`config.mk`:
```
export PLATFORM = sky130hd
export DESIGN_NAME = aux_io
export DESIGN_NICKNAME = d
export VERILOG_FILES = /design/src/shared/aux_pkg.sv /design/src/shared/aux_ana_if.sv /design/src/hw/aux_scale.sv /design/src/hw/aux_io.sv
export SDC_FILE = /design/constraint.sdc
export NUM_CORES = 2
export LEC_CHECK = 0
export BUFFER_PORTS_ARGS = -buffer_cell sky130_fd_sc_hd__buf_2
export CORE_MARGIN = 2
export CORE_UTILIZATION = 65
export CTS_CLUSTER_DIAMETER = 30
export CTS_CLUSTER_SIZE = 14
export DETAILED_ROUTE_END_ITERATION = 10
export PLACE_DENSITY = 0.9
export SLEW_MARGIN = 40
export SYNTH_ARGS = -nofsm -noshare
export SYNTH_HDL_FRONTEND = slang
export SYNTH_SLANG_ARGS = --single-unit
```
`constraint.sdc`:
```
create_clock -name sys_clk_in -period 13.5 [get_ports sys_clk_in]
set_input_delay 1.35 -clock sys_clk_in [delete_from_list [all_inputs] [get_ports sys_clk_in]]
set_output_delay 1.35 -clock sys_clk_in [all_outputs]
set_load 0.1 [all_outputs]
```
`src/shared/aux_pkg.sv`:
```
// Constants, codes and reset values shared by the auxiliary channel block.
// Assumes a single 200 MHz system clock drives every module that imports it.
package aux_pkg;
    localparam int AUX_CHANNELS = 3;
    localparam int AUX_ANALOG = 2;
    // Channel mode codes; code 2 means boost assist on the second and third channels.
    localparam logic [1:0] AUX_MODE_INPUT = 2'h0;
    localparam logic [1:0] AUX_MODE_OUTPUT = 2'h1;
    localparam logic [1:0] AUX_RADIO_POWER_ACTIVE_HIGH = 2'h2;
    localparam logic [1:0] AUX_RADIO_POWER_ACTIVE_LOW = 2'h3;
    localparam logic [1:0] AUX_BOOST_ASSIST_MODE = 2'h2;
    // Loss of poll action codes; code 3 behaves as none.
    localparam logic [1:0] AUX_ACTION_NONE = 2'h0;
    localparam logic [1:0] AUX_ACTION_ON = 2'h1;
    localparam logic [1:0] AUX_ACTION_OFF = 2'h2;
    // Reset values.
    localparam logic [1:0] AUX_MODE1_RST = AUX_MODE_INPUT;
    localparam logic [1:0] AUX_MODE2_RST = AUX_MODE_INPUT;
    localparam logic [1:0] AUX_MODE3_RST = AUX_BOOST_ASSIST_MODE;
    localparam logic [15:0] AUX_ON_PERIOD_RST = 16'h003C;
    localparam logic [15:0] AUX_OFF_PERIOD_RST = 16'h52F8;
    localparam logic [15:0] AUX_TIMEOUT_RST = 16'h003C;
    localparam logic [1:0] AUX_ACTION_RST = AUX_ACTION_NONE;
    localparam logic AUX_RANGE_RST = 1'b1;
    localparam logic [15:0] AUX_GAIN_RST = 16'h03E8;
    localparam logic [2:0] AUX_SHIFT_RST = 3'h6;
    localparam logic [2:0] AUX_SHIFT_MAX = 3'h6;
    // Scaling: full scale reading and the 4 mA point on the 0 to 20 mA scale.
    localparam logic [31:0] AUX_FULL_SCALE = 32'h0000_2710;
    localparam logic [31:0] AUX_LOOP_OFFSET = 32'h0000_07D0;
    // Timing.
    localparam longint AUX_CLK_HZ = 200_000_000;
    localparam longint AUX_TICK_S = 1;
    localparam int unsigned AUX_SEC_CYCLES = int'(AUX_CLK_HZ * AUX_TICK_S);
    localparam int AUX_PRESCALE_W = 28;
    typedef enum logic [1:0] {AUX_RADIO_IDLE, AUX_RADIO_ON, AUX_RADIO_OFF} aux_radio_e;
endpackage

```
`src/shared/aux_ana_if.sv`:
```
// Carrier between the channel controller and one analog scaling unit.
// Assumes both ends run on the same system clock.
`timescale 1ns/1ps
interface aux_ana_if;
    logic sample_valid;
    logic [15:0] sample;
    logic current_loop_range;
    logic [15:0] gain;
    logic [2:0] shift;
    logic [13:0] reading;
    modport scaler (input sample_valid, sample, current_loop_range, gain, shift,
                    output reading);
    modport ctrl (output sample_valid, sample, current_loop_range, gain, shift,
                  input reading);
endinterface

```
`src/hw/aux_scale.sv`:
```
// Scales one raw converter sample into a 0 to 10000 reading.
// Assumes samples arrive on the system clock with a one-cycle valid strobe.
`timescale 1ns/1ps
module aux_scale
    import aux_pkg::*;
(
    // Clock and reset
    input wire logic sys_clk_in,
    input wire logic rst_n_in,
    // Sample and settings
    aux_ana_if.scaler ana
);
    logic [31:0] product;
    logic [31:0] scaled;
    logic [31:0] lifted;
    logic [31:0] adjusted;
    logic [13:0] nxt_reading;
    logic [13:0] reading_ff;

    // Gain and shift both act on every range.
    assign product = ana.sample * ana.gain;
    assign scaled = product >> ana.shift;

    always_comb begin
        lifted = scaled - AUX_LOOP_OFFSET;
        adjusted = scaled;
        if (ana.current_loop_range) begin
            // Below 4 mA is a broken loop and reads as zero.
            if (scaled <= AUX_LOOP_OFFSET) begin
                adjusted = '0;
            end else begin
                adjusted = lifted + (lifted >> 2);
            end
        end
        if (adjusted > AUX_FULL_SCALE) begin
            nxt_reading = AUX_FULL_SCALE[13:0];
        end else begin
            nxt_reading = adjusted[13:0];
        end
    end

    always_ff @(posedge sys_clk_in or negedge rst_n_in) begin
        if (!rst_n_in) begin
            reading_ff <= '0;
        end else if (ana.sample_valid) begin
            reading_ff <= nxt_reading;
        end
    end

    assign ana.reading = reading_ff;
endmodule

```
`src/hw/aux_io.sv`:
```
// Auxiliary channel controller: three two-way channels, radio power cycling,
// loss of poll loss_of_poll_action and two analog scaling units.
// Assumes polls, commands, settings and samples come from logic on sys_clk_in;
// only the channel pins are asynchronous.
//
// Overview of operation
// - First channel offers input, output, radio high, radio low; resets to input.
// - An input channel's synchronised pin level is always presented for reading.
// - First channel as output drives the level last commanded by the master.
// - Radio high mode drives the pin high while the radio should be on.
// - Radio low mode drives the pin low while the radio should be on.
// - Channels two and three: output, input or boost; reset to input, boost.
// - Boost mode drives the pin with the readout unit's boost request.
// - Radio on period counts only while channel one is in a radio mode.
// - An addressed poll keeps the radio on for the on period, default 60 s.
// - Then radio off for the off period, default 21240 s, then await a poll.
// - Action on: poll timeout switches commanded outputs on.
// - Action off: poll timeout switches commanded outputs off.
// - Loss_of_poll_action touches output channels only; action none, the default, ignores timeout.
// - Timeout in seconds, default 60, restarts on every poll.
// - Current loop range reads 0 at 4 mA, 10000 at 20 mA; default range.
// - Voltage range reads 0 at 0 V, 10000 at 5 V.
// - A factory gain constant, default 1000, scales analog readings.
// - A factory shift constant 0 to 6, default 6, scales analog readings.
`timescale 1ns/1ps
module aux_io
    import aux_pkg::*;
#(
    parameter int unsigned SEC_CYCLES = AUX_SEC_CYCLES
) (
    // Clock and reset
    input wire logic sys_clk_in,
    input wire logic rst_n_in,
    // Channel pins
    input wire logic [2:0] aux_pin_in,
    output logic [2:0] aux_pin_out,
    output logic [2:0] aux_pin_oe_out,
    // Poll and output commands
    input wire logic poll_in,
    input wire logic [2:0] dout_wr_in,
    input wire logic [2:0] dout_val_in,
    input wire logic boost_req_in,
    // Settings, captured on cfg_load_in
    input wire logic cfg_load_in,
    input wire logic [1:0] first_side_channel_in,
    input wire logic [1:0] second_side_channel_in,
    input wire logic [1:0] third_side_channel_in,
    input wire logic [15:0] radio_on_period_in,
    input wire logic [15:0] radio_off_period_in,
    input wire logic [1:0] loss_of_poll_action_in,
    input wire logic [15:0] loss_of_poll_timeout_in,
    input wire logic [1:0] current_loop_range_in,
    input wire logic [15:0] converter_gain_constant_in,
    input wire logic [2:0] converter_scale_shift_in,
    // Analog samples
    input wire logic [1:0] adc_valid_in,
    input wire logic [15:0] analog_channel_one_in,
    input wire logic [15:0] analog_channel_two_in,
    // Status
    output logic [2:0] din_level_out,
    output logic radio_on_out,
    output logic [1:0] radio_state_out,
    output logic loss_of_poll_action_active_out,
    output logic [13:0] analog_channel_one_out,
    output logic [13:0] analog_channel_two_out
);
    logic [1:0] mode_ff [3];
    logic [15:0] on_period_ff;
    logic [15:0] off_period_ff;
    logic [1:0] action_ff;
    logic [15:0] timeout_ff;
    logic [1:0] range_ff;
    logic [15:0] gain_ff;
    logic [2:0] shift_ff;
    logic [2:0] sync1_ff;
    logic [2:0] sync2_ff;
    logic [2:0] din_level_ff;
    logic [AUX_PRESCALE_W-1:0] prescale_ff;
    logic tick_ff;
    aux_radio_e radio_ff;
    logic [15:0] radio_cnt_ff;
    logic [15:0] fs_cnt_ff;
    logic fs_expired_ff;
    logic fs_armed;
    logic fs_event;
    logic fs_level;
    logic [2:0] dout_ff;
    logic [2:0] nxt_pin;
    logic [2:0] nxt_oe;
    logic [2:0] pin_ff;
    logic [2:0] oe_ff;
    logic radio_mode;
    logic radio_on;
    logic [15:0] raw [2];
    aux_ana_if ana_if [2] ();

    // Settings register; each field resets to its default.
    always_ff @(posedge sys_clk_in or negedge rst_n_in) begin
        if (!rst_n_in) begin
            mode_ff[0] <= AUX_MODE1_RST;
            mode_ff[1] <= AUX_MODE2_RST;
            mode_ff[2] <= AUX_MODE3_RST;
            on_period_ff <= AUX_ON_PERIOD_RST;
            off_period_ff <= AUX_OFF_PERIOD_RST;
            action_ff <= AUX_ACTION_RST;
            timeout_ff <= AUX_TIMEOUT_RST;
            range_ff <= {AUX_RANGE_RST, AUX_RANGE_RST};
            gain_ff <= AUX_GAIN_RST;
            shift_ff <= AUX_SHIFT_RST;
        end else if (cfg_load_in) begin
            mode_ff[0] <= first_side_channel_in;
            mode_ff[1] <= second_side_channel_in;
            mode_ff[2] <= third_side_channel_in;
            on_period_ff <= radio_on_period_in;
            off_period_ff <= radio_off_period_in;
            action_ff <= loss_of_poll_action_in;
            timeout_ff <= loss_of_poll_timeout_in;
            range_ff <= current_loop_range_in;
            gain_ff <= converter_gain_constant_in;
            // An out of range shift is refused and the old value kept.
            if (converter_scale_shift_in <= AUX_SHIFT_MAX) begin
                shift_ff <= converter_scale_shift_in;
            end
        end
    end

    // Pin levels are asynchronous; two stages before anything reads them.
    always_ff @(posedge sys_clk_in or negedge rst_n_in) begin
        if (!rst_n_in) begin
            sync1_ff <= '0;
            sync2_ff <= '0;
            din_level_ff <= '0;
        end else begin
            sync1_ff <= aux_pin_in;
            sync2_ff <= sync1_ff;
            din_level_ff <= sync2_ff;
        end
    end

    // One second tick.
    always_ff @(posedge sys_clk_in or negedge rst_n_in) begin
        if (!rst_n_in) begin
            prescale_ff <= '0;
            tick_ff <= 1'b0;
        end else if (prescale_ff == AUX_PRESCALE_W'(SEC_CYCLES - 1)) begin
            prescale_ff <= '0;
            tick_ff <= 1'b1;
        end else begin
            prescale_ff <= prescale_ff + 1'b1;
            tick_ff <= 1'b0;
        end
    end

    assign radio_mode = (mode_ff[0] == AUX_RADIO_POWER_ACTIVE_HIGH) ||
                        (mode_ff[0] == AUX_RADIO_POWER_ACTIVE_LOW);

    // Radio power cycling. The radio stays on while idle, otherwise no poll
    // could ever reach the device; polls during the off period are not seen.
    always_ff @(posedge sys_clk_in or negedge rst_n_in) begin
        if (!rst_n_in) begin
            radio_ff <= AUX_RADIO_IDLE;
            radio_cnt_ff <= '0;
        end else if (!radio_mode) begin
            radio_ff <= AUX_RADIO_IDLE;
            radio_cnt_ff <= '0;
        end else begin
            unique case (radio_ff)
                AUX_RADIO_IDLE: begin
                    if (poll_in) begin
                        radio_ff <= AUX_RADIO_ON;
                        radio_cnt_ff <= on_period_ff;
                    end
                end
                AUX_RADIO_ON: begin
                    if (poll_in) begin
                        radio_cnt_ff <= on_period_ff;
                    end else if (tick_ff) begin
                        if (radio_cnt_ff <= 16'h0001) begin
                            radio_ff <= AUX_RADIO_OFF;
                            radio_cnt_ff <= off_period_ff;
                        end else begin
                            radio_cnt_ff <= radio_cnt_ff - 1'b1;
                        end
                    end
                end
                AUX_RADIO_OFF: begin
                    if (tick_ff) begin
                        if (radio_cnt_ff <= 16'h0001) begin
                            radio_ff <= AUX_RADIO_IDLE;
                            radio_cnt_ff <= '0;
                        end else begin
                            radio_cnt_ff <= radio_cnt_ff - 1'b1;
                        end
                    end
                end
                default: begin
                    radio_ff <= AUX_RADIO_IDLE;
                    radio_cnt_ff <= '0;
                end
            endcase
        end
    end

    assign radio_on = (radio_ff != AUX_RADIO_OFF);

    // Seconds since the last poll, saturating so it never wraps to fresh.
    always_ff @(posedge sys_clk_in or negedge rst_n_in) begin
        if (!rst_n_in) begin
            fs_cnt_ff <= '0;
        end else if (poll_in) begin
            fs_cnt_ff <= '0;
        end else if (tick_ff && (fs_cnt_ff != 16'hFFFF)) begin
            fs_cnt_ff <= fs_cnt_ff + 1'b1;
        end
    end

    assign fs_armed = (action_ff == AUX_ACTION_ON) ||
                      (action_ff == AUX_ACTION_OFF);
    assign fs_event = fs_armed && !poll_in && (fs_cnt_ff >= timeout_ff) &&
                      !fs_expired_ff;
    assign fs_level = (action_ff == AUX_ACTION_ON);

    always_ff @(posedge sys_clk_in or negedge rst_n_in) begin
        if (!rst_n_in) begin
            fs_expired_ff <= 1'b0;
        end else if (poll_in || !fs_armed) begin
            fs_expired_ff <= 1'b0;
        end else if (fs_event) begin
            fs_expired_ff <= 1'b1;
        end
    end

    // Per channel command latch and pin drive.
    for (genvar i = 0; i < AUX_CHANNELS; i++) begin : g_chan
        always_ff @(posedge sys_clk_in or negedge rst_n_in) begin
            if (!rst_n_in) begin
                dout_ff[i] <= 1'b0;
            end else if (dout_wr_in[i]) begin
                // A command in the expiry cycle wins over the loss_of_poll_action level.
                dout_ff[i] <= dout_val_in[i];
            end else if (fs_event && (mode_ff[i] == AUX_MODE_OUTPUT)) begin
                dout_ff[i] <= fs_level;
            end
        end

        if (i == 0) begin : g_first
            always_comb begin
                nxt_pin[i] = 1'b0;
                nxt_oe[i] = 1'b1;
                unique case (mode_ff[i])
                    AUX_MODE_INPUT: nxt_oe[i] = 1'b0;
                    AUX_MODE_OUTPUT: nxt_pin[i] = dout_ff[i];
                    AUX_RADIO_POWER_ACTIVE_HIGH: nxt_pin[i] = radio_on;
                    AUX_RADIO_POWER_ACTIVE_LOW: nxt_pin[i] = !radio_on;
                endcase
            end
        end else begin : g_other
            always_comb begin
                nxt_pin[i] = 1'b0;
                nxt_oe[i] = 1'b1;
                unique case (mode_ff[i])
                    AUX_MODE_OUTPUT: nxt_pin[i] = dout_ff[i];
                    AUX_BOOST_ASSIST_MODE: nxt_pin[i] = boost_req_in;
                    default: nxt_oe[i] = 1'b0;
                endcase
            end
        end
    end

    always_ff @(posedge sys_clk_in or negedge rst_n_in) begin
        if (!rst_n_in) begin
            pin_ff <= '0;
            oe_ff <= '0;
        end else begin
            pin_ff <= nxt_pin;
            oe_ff <= nxt_oe;
        end
    end

    // Analog scaling units.
    assign raw[0] = analog_channel_one_in;
    assign raw[1] = analog_channel_two_in;
    for (genvar a = 0; a < AUX_ANALOG; a++) begin : g_ana
        assign ana_if[a].sample_valid = adc_valid_in[a];
        assign ana_if[a].sample = raw[a];
        assign ana_if[a].current_loop_range = range_ff[a];
        assign ana_if[a].gain = gain_ff;
        assign ana_if[a].shift = shift_ff;
        aux_scale u_scale (
            .sys_clk_in(sys_clk_in),
            .rst_n_in(rst_n_in),
            .ana(ana_if[a].scaler)
        );
    end

    // Status outputs.
    logic radio_on_ff;
    logic [1:0] radio_state_ff;
    always_ff @(posedge sys_clk_in or negedge rst_n_in) begin
        if (!rst_n_in) begin
            radio_on_ff <= 1'b1;
            radio_state_ff <= '0;
        end else begin
            radio_on_ff <= radio_on;
            radio_state_ff <= radio_ff;
        end
    end

    assign aux_pin_out = pin_ff;
    assign aux_pin_oe_out = oe_ff;
    assign din_level_out = din_level_ff;
    assign radio_on_out = radio_on_ff;
    assign radio_state_out = radio_state_ff;
    assign loss_of_poll_action_active_out = fs_expired_ff;
    assign analog_channel_one_out = ana_if[0].reading;
    assign analog_channel_two_out = ana_if[1].reading;
endmodule

```
* After elaboration in Yosys (flattened, before gate mapping)
Cells that the tools add are included.
** Operators by class
- Add/subtract/negate cells :: 7
- $mul :: 2
- $lt $le $gt $ge :: 7
- Eq/ne operators :: 21
- Shift-type cells :: 2
- Muxes and demuxes :: 40
- Reduce and logical (&&, ||, !) cells :: 26
** Operator list (count)
- 16-bit two-way mux :: 9
- 32-bit two-way mux :: 4
- 32-bit by 30-bit adder with 32-bit output :: 2
- 32-bit by 14-bit > comparator with 1-bit output (second input constant) :: 2
- 32-bit by 11-bit <= comparator with 1-bit output (second input constant) :: 2
- 16-bit by 16-bit multiplier with 32-bit output :: 2
- 32-bit by 3-bit >> shifter with 32-bit output :: 2
- 32-bit by 11-bit subtractor with 32-bit output (second input constant) :: 2
- 16-bit one-hot mux with 3 select lines :: 1
- 28-bit by 1-bit adder with 28-bit output (second input constant) :: 1
- 28-bit == test (second input constant) :: 1
- 14-bit two-way mux :: 2
- 28-bit two-way mux :: 1
- 3-bit inequality test (second input constant) :: 6
- 16-bit by 1-bit adder with 16-bit output (second input constant) :: 1
- 16-bit >= comparator :: 1
- 16-bit by 1-bit <= comparator with 1-bit output (second input constant) :: 1
- 16-bit inequality test (second input constant) :: 1
- 16-bit by 1-bit subtractor with 16-bit output (second input constant) :: 1
- 2-bit two-way mux :: 7
- 2-bit == test (second input constant) :: 6
- 1-bit two-way mux :: 12
- 2-bit by 1-bit == test with 1-bit output (second input constant) :: 5
- 2-bit nonzero test :: 5
- other kinds (14) :: 28
** Storage, ports and cells
- Flip-flop bits (word level) :: 190
- Input port bits :: 125
- Output and inout bits :: 41
- Logic and storage cells :: 133

* Longest topological paths before layout
- Word-level depth :: 8
- Depth in mapped cells :: 49
- Depth with buffers taken out :: 45

* Cells and area by module
A second synthesis with hierarchy kept.
** Second synthesis, totals
- Cells, all modules :: 4485
- Area total of the unflattened synthesis :: 37297.0 µm²
** By module, submodules not included
- aux_scale (g_ana[0].u_scale) :: times used 1, cells an instance 1900, area an instance 14860.5 µm², sequential area each 350.3 µm²
- aux_scale (g_ana[1].u_scale) :: times used 1, cells an instance 1855, area an instance 14652.8 µm², sequential area each 350.3 µm²
- aux_io :: times used 1, cells an instance 730, area an instance 7783.7 µm², sequential area each 4088.9 µm²

* Worst setup path before layout
Ideal clock, no wire load.
- Kind :: input to register
- Start :: in analog_channel_two_in[10]
- End :: reg g_ana[1].u_scale.reading_ff[10]
- Setup time :: 0.121 ns
- Arrival :: 11.624 ns
- Required time :: 13.379 ns
- Path slack :: 1.754 ns
- Stages on the path :: 45
- Path buffers :: 4
- Path through :: clkbuf_1 > nand2_1 > fa_1 > fa_1 > inv_1 > fa_1 > inv_1 > fa_1 > inv_1 > fa_1 > inv_1 > fa_1 > inv_1 > ha_1 > buf_6 > a21o_1 > a221o_1 > a221o_1 > [9 not listed] > and3_1 > xnor2_1 > ha_1 > nand2_1 > nand2_1 > and2_1 > or2_2 > a21oi_1 > a21o_1 > o2111ai_1 > a211o_1 > nor4_1 > o21ai_0 > nor4b_2 > and4_4 > a41oi_4 > buf_6 > o22a_1
** Between the ends
- Longest elaborated chain between the ends :: 8
- Elaborated cells on any way between the ends :: 9
** RTL lines
- from (decl) :: RTL line aux_io.sv:58 : input wire logic [15:0] analog_channel_two_in,
- 16-bit by 16-bit multiplier with 32-bit output * :: RTL line aux_scale.sv:21 : assign product = ana.sample * ana.gain;
- 32-bit by 3-bit >> shifter with 32-bit output * :: RTL line aux_scale.sv:22 : assign scaled = product >> ana.shift;
- 32-bit by 11-bit subtractor with 32-bit output :: RTL line aux_scale.sv:25 : lifted = scaled - AUX_LOOP_OFFSET;
- 32-bit by 30-bit adder with 32-bit output :: RTL line aux_scale.sv:32 : adjusted = lifted + (lifted >> 2);
- 32-bit two-way mux :: RTL line aux_scale.sv:29 : if (scaled <= AUX_LOOP_OFFSET) begin
- 32-bit two-way mux * :: RTL line aux_scale.sv:27 : if (ana.current_loop_range) begin
- 32-bit by 14-bit > comparator with 1-bit output :: RTL line aux_scale.sv:35 : if (adjusted > AUX_FULL_SCALE) begin
- 14-bit two-way mux * :: RTL line aux_scale.sv:35
- to (signal assigned) :: RTL line aux_scale.sv:46 : reading_ff <= nxt_reading;
- to (decl) :: RTL line aux_scale.sv:18 : logic [13:0] reading_ff;
Mark *: on every way between the ends. The rest lies on a longest branch, timed or not.
A chain may end at the register's enable or synchronous reset.

* Final worst setup path
- Start :: in analog_channel_one_in[7]
- End :: reg g_ana[0].u_scale.reading_ff[8]
** Between the ends
- Longest elaborated chain between the ends :: 8
- Elaborated cells on any way between the ends :: 9
** RTL lines
- from (decl) :: RTL line aux_io.sv:57 : input wire logic [15:0] analog_channel_one_in,
- 16-bit by 16-bit multiplier with 32-bit output * :: RTL line aux_scale.sv:21
- 32-bit by 3-bit >> shifter with 32-bit output * :: RTL line aux_scale.sv:22
- 32-bit by 11-bit subtractor with 32-bit output :: RTL line aux_scale.sv:25
- 32-bit by 30-bit adder with 32-bit output :: RTL line aux_scale.sv:32
- 32-bit two-way mux :: RTL line aux_scale.sv:29
- 32-bit two-way mux * :: RTL line aux_scale.sv:27
- 32-bit by 14-bit > comparator with 1-bit output :: RTL line aux_scale.sv:35
- 14-bit two-way mux * :: RTL line aux_scale.sv:35
- to (signal assigned) :: RTL line aux_scale.sv:46
- to (decl) :: RTL line aux_scale.sv:18
Marks and branches as above.

==> out/summary.md <==
The run finished with clean final reports. The detailed-route wire length per cell was 20.51 µm. STA puts the critical path data required time at 13.87 ns. The logs give 0.7508 ns for the worst-case setup slack after placement and 0 for the hold violation total from the final report. For the worst setup path, the data arrival time is 12.92 ns. After clock tree synthesis, the flow added hold-fix buffers numbering 0. The cell area after synthesis was 35300 µm². For the area of the core region, the log shows 53710 µm². The clock passes through at most 2 buffers.

In this run the cell area measured after placement is 36430 µm². The area used by sequential logic in the layout is 4795 µm², and the count of distinct cell types in the synthesized netlist is 111. Type of destination of the critical path: a flop. On the critical path, the stage with the largest delay is an instance of a211oi_1.

The critical path start-end classification was in -> reg. The run gives 0.01596 ns as the setup clock skew after layout. The biggest cell delay along the critical path is 0.62 ns, and the detailed placement HPWL is 77680 µm.

In this run, synthesis inferred 0 flip-flops with an integrated enable. For the final standard cell area without fillers, the log shows 37080 µm². Primary flip-flop cell chosen by synthesis mapping: dfrtp_1. Of all nets on the critical path, the largest fanout is 16.

The multi-input combinational cells in the finished layout cover a total of 27890 µm². The run gives 32280 as the total via count in the routed design. The tools report the final-layout fill cell count as 3944. The cell count after synthesis came out at 4207. The logs give 0 for the final number of setup-violating endpoints and 0 ns for the total negative slack for setup checks. In the final layout, the share of cells above drive strength 1 is 9.777%.

In this run, the number of DRC markers left after iteration 0 of detailed routing was 3374. The average cell area after synthesis was 8.392 µm². Synthesis inferred 190 register bits.

TritonCTS built the clock tree. The logs give 166 for the I/O pin total and 69.05% for the final cell utilization of the core. The number of global-route vias before repair was 33233.

Once the clock tree was built, the resizer swapped 0 gates to a different size. The run gives 100900 µm as the wire length after detailed routing. Wire length of the first global-routing pass: 166600 µm. The count of final max-slew check failures came out at 0. Setup repair after global routing left no endpoint under its margin. For the setup fix buffers added after clock tree synthesis, the log shows 0. The first detailed-routing pass took 8 iterations. Entering global routing, the biggest net connects 123 pins.

The min-delay analysis places its worst path in the category reg -> reg. Once the floorplan was initialized, standard cells occupied 65.73% of the core. The congestion estimate from routability-driven global placement came to 1.051. After layout, the worst path uses 93.01% of the clock period. The sink count of the clock tree was 190. In this run the number of H-tree levels came out at 4. From left edge to right edge, the die measures 237.1 µm.

Clock-pin slew was measured on the worst setup and hold paths at 0.09 ns. The tools report the worst-case setup margin in the final layout as 0.9433 ns. The tools report the global-route usage over all layers as 36.48%. The die covers 56190 µm². The number of nets in the synthesized netlist is 5019. Input and output buffers added on the ports amount to 165. The max-slew headroom at the worst pin was 42.23%.

Initial antenna violation count: 5. Row generation in the floorplan step produced 85 rows. The minimum clock period after layout was 12.56 ns; the timing-limited maximum frequency was 79.64 MHz. Global routing finished with a remaining overflow of 0. The number of maximum-capacitance constraint violations came out at 0. For this run, the register share of the synthesized area comes to 13.57%. The tools report the startpoint class of the critical path as an input pin. The measured slew at the worst slew-check pin was 0.8552 ns. The clock tree root buffer cell is clkbuf_16. Clock latency reported for the late side of the worst-skew pair: 0.48 ns. From synthesis to final layout, the design area changed by 5.043%. Counting the buffers created by CTS gives 17. The tools report the remaining antenna violation count as 0. The final layout contains 5023 nets. For the post-route DRC violation count, the log shows 0. The vertical die dimension works out to 237.1 µm.

During synthesis, Yosys emitted a total of 0 warnings. Using the TritonRoute via totals, the vias-per-cell ratio works out to 6.561. The number of antenna diodes in the final layout is 0.

For this run, asynchronously set or reset flops after synthesis account for 100.0%.
layer usage:
layer  GRT usage, %  vias up  routed length [µm]
met5              0        -                  49
met4          19.34        8                5759
met3          6.796      515                8644
met2          62.30     1820               49150
met1          43.92    15522               37320
li1               -    14415                   -
cells in the final DEF (no fill, tap or decap), types with 63 or more instances in the layout:
cell,synthesis,final
dfrtp_1,162,158
nor3_1,63,63
a21oi_1,186,185
buf_2,29,165
nand2_1,553,553
xnor2_1,94,94
nor2_1,234,231
o21ai_0,170,170
mux2_2,72,72
fa_1,390,390
inv_1,478,477
ha_1,297,297
nand3_1,71,71
and2_1,242,242
worst max-delay path, delay by kind of cell:
kind	cells	cell delay, ns
AOI/OAI and AO/OA	17	5.17
and+or+nand+nor	9	1.94
adders and majority gates	8	3.88
buffers and inverters	7	0.57
Yosys cell counts, drive strengths merged, types with 19 or more instances:
master | number | area (µm²)
ha | 297 | 3716
xnor2 | 94 | 823.3
dfstp | 28 | 735.7
o22ai | 39 | 250.2
a31oi | 19 | 118.9
or2 | 23 | 143.9
a2111oi | 22 | 237.7
nor3 | 65 | 335.3
and2 | 243 | 1523
o21ai | 192 | 968.4
nand2 | 553 | 2076
clkbuf | 165 | 619.3
a211oi | 51 | 392.9
nand2b | 32 | 200.2
dfrtp | 162 | 4054
o31ai | 19 | 142.6
o21a | 36 | 270.3
inv | 479 | 1798
nor2 | 235 | 884.6
mux2 | 72 | 810.8
nand4 | 44 | 275.3
buf | 49 | 257.7
nor4 | 28 | 220.2
and3 | 35 | 219.0
a21oi | 190 | 965.9
o211ai | 22 | 165.2
nor2b | 26 | 162.7
a21o | 57 | 427.9
xor2 | 62 | 543.0
or3 | 36 | 225.2
nand3 | 71 | 355.3
fa | 390 | 7807
a211o | 20 | 175.2
mux2i | 49 | 490.5
stage by stage:
stage / instances / hold slack, ns
floorplan: 4207 / 0.3312
global placement: 4886 / 0.3330
detailed placement: 4888 / 0.3355
CTS: 4920 / 0.3560
global route: 4920 / 0.3609
finish: 4920 / 0.3582
sequential cells by signal (all words and copies together), names as in the netlist, 6 cells and up:
signal / count
radio_cnt_ff: 16
off_period_ff: 16
ana_if.gain: 16
timeout_ff: 16
mode_ff: 6
on_period_ff: 16
fs_cnt_ff: 16
g_ana.u_scale.ana.reading: 28
prescale_ff: 28
final timing paths:
kind,startpoint,end,slack (ns),cells after the start
worst min register to register,sync1_ff[0],sync2_ff[0],0.36,0
max in group asynchronous,rst_n_in,g_ana[1].u_scale.ana.reading[5],11.61,2
min in group asynchronous,rst_n_in,on_period_ff[11],0.83,1
worst max register to register,ana_if[0].gain[1],g_ana[0].u_scale.ana.reading[8],0.94,40
worst max-delay path,analog_channel_one_in[7],g_ana[0].u_scale.ana.reading[8],0.94,41
worst min-delay path,sync1_ff[0],sync2_ff[0],0.36,0
cell type report:
type / instances / area share, %
multi-input combinational: 3323 / 75.20
timing repair buffer: 199 / 2.983
sequential: 190 / 12.93
clock buffer: 18 / 1.157
clock inverter: 14 / 0.5230
tap: 696 / 2.348
inverter: 480 / 4.858
cell families after synthesis:
| logic type | count (synthesis) | share of synthesized area [%] |
|---|---|---|
| muxes | 133 | 4.451 |
| DFF | 190 | 13.57 |
| and+or+nand+nor | 1460 | 20.49 |
| buffers and inverters | 694 | 7.588 |
| AOI/OAI and AO/OA | 887 | 17.39 |
| xor gates and xnor gates | 156 | 3.870 |
| adders and majority gates | 687 | 32.64 |
Power is not shown: default switching activity piles up to over one toggle a cycle in this logic, so the estimate is an artifact.
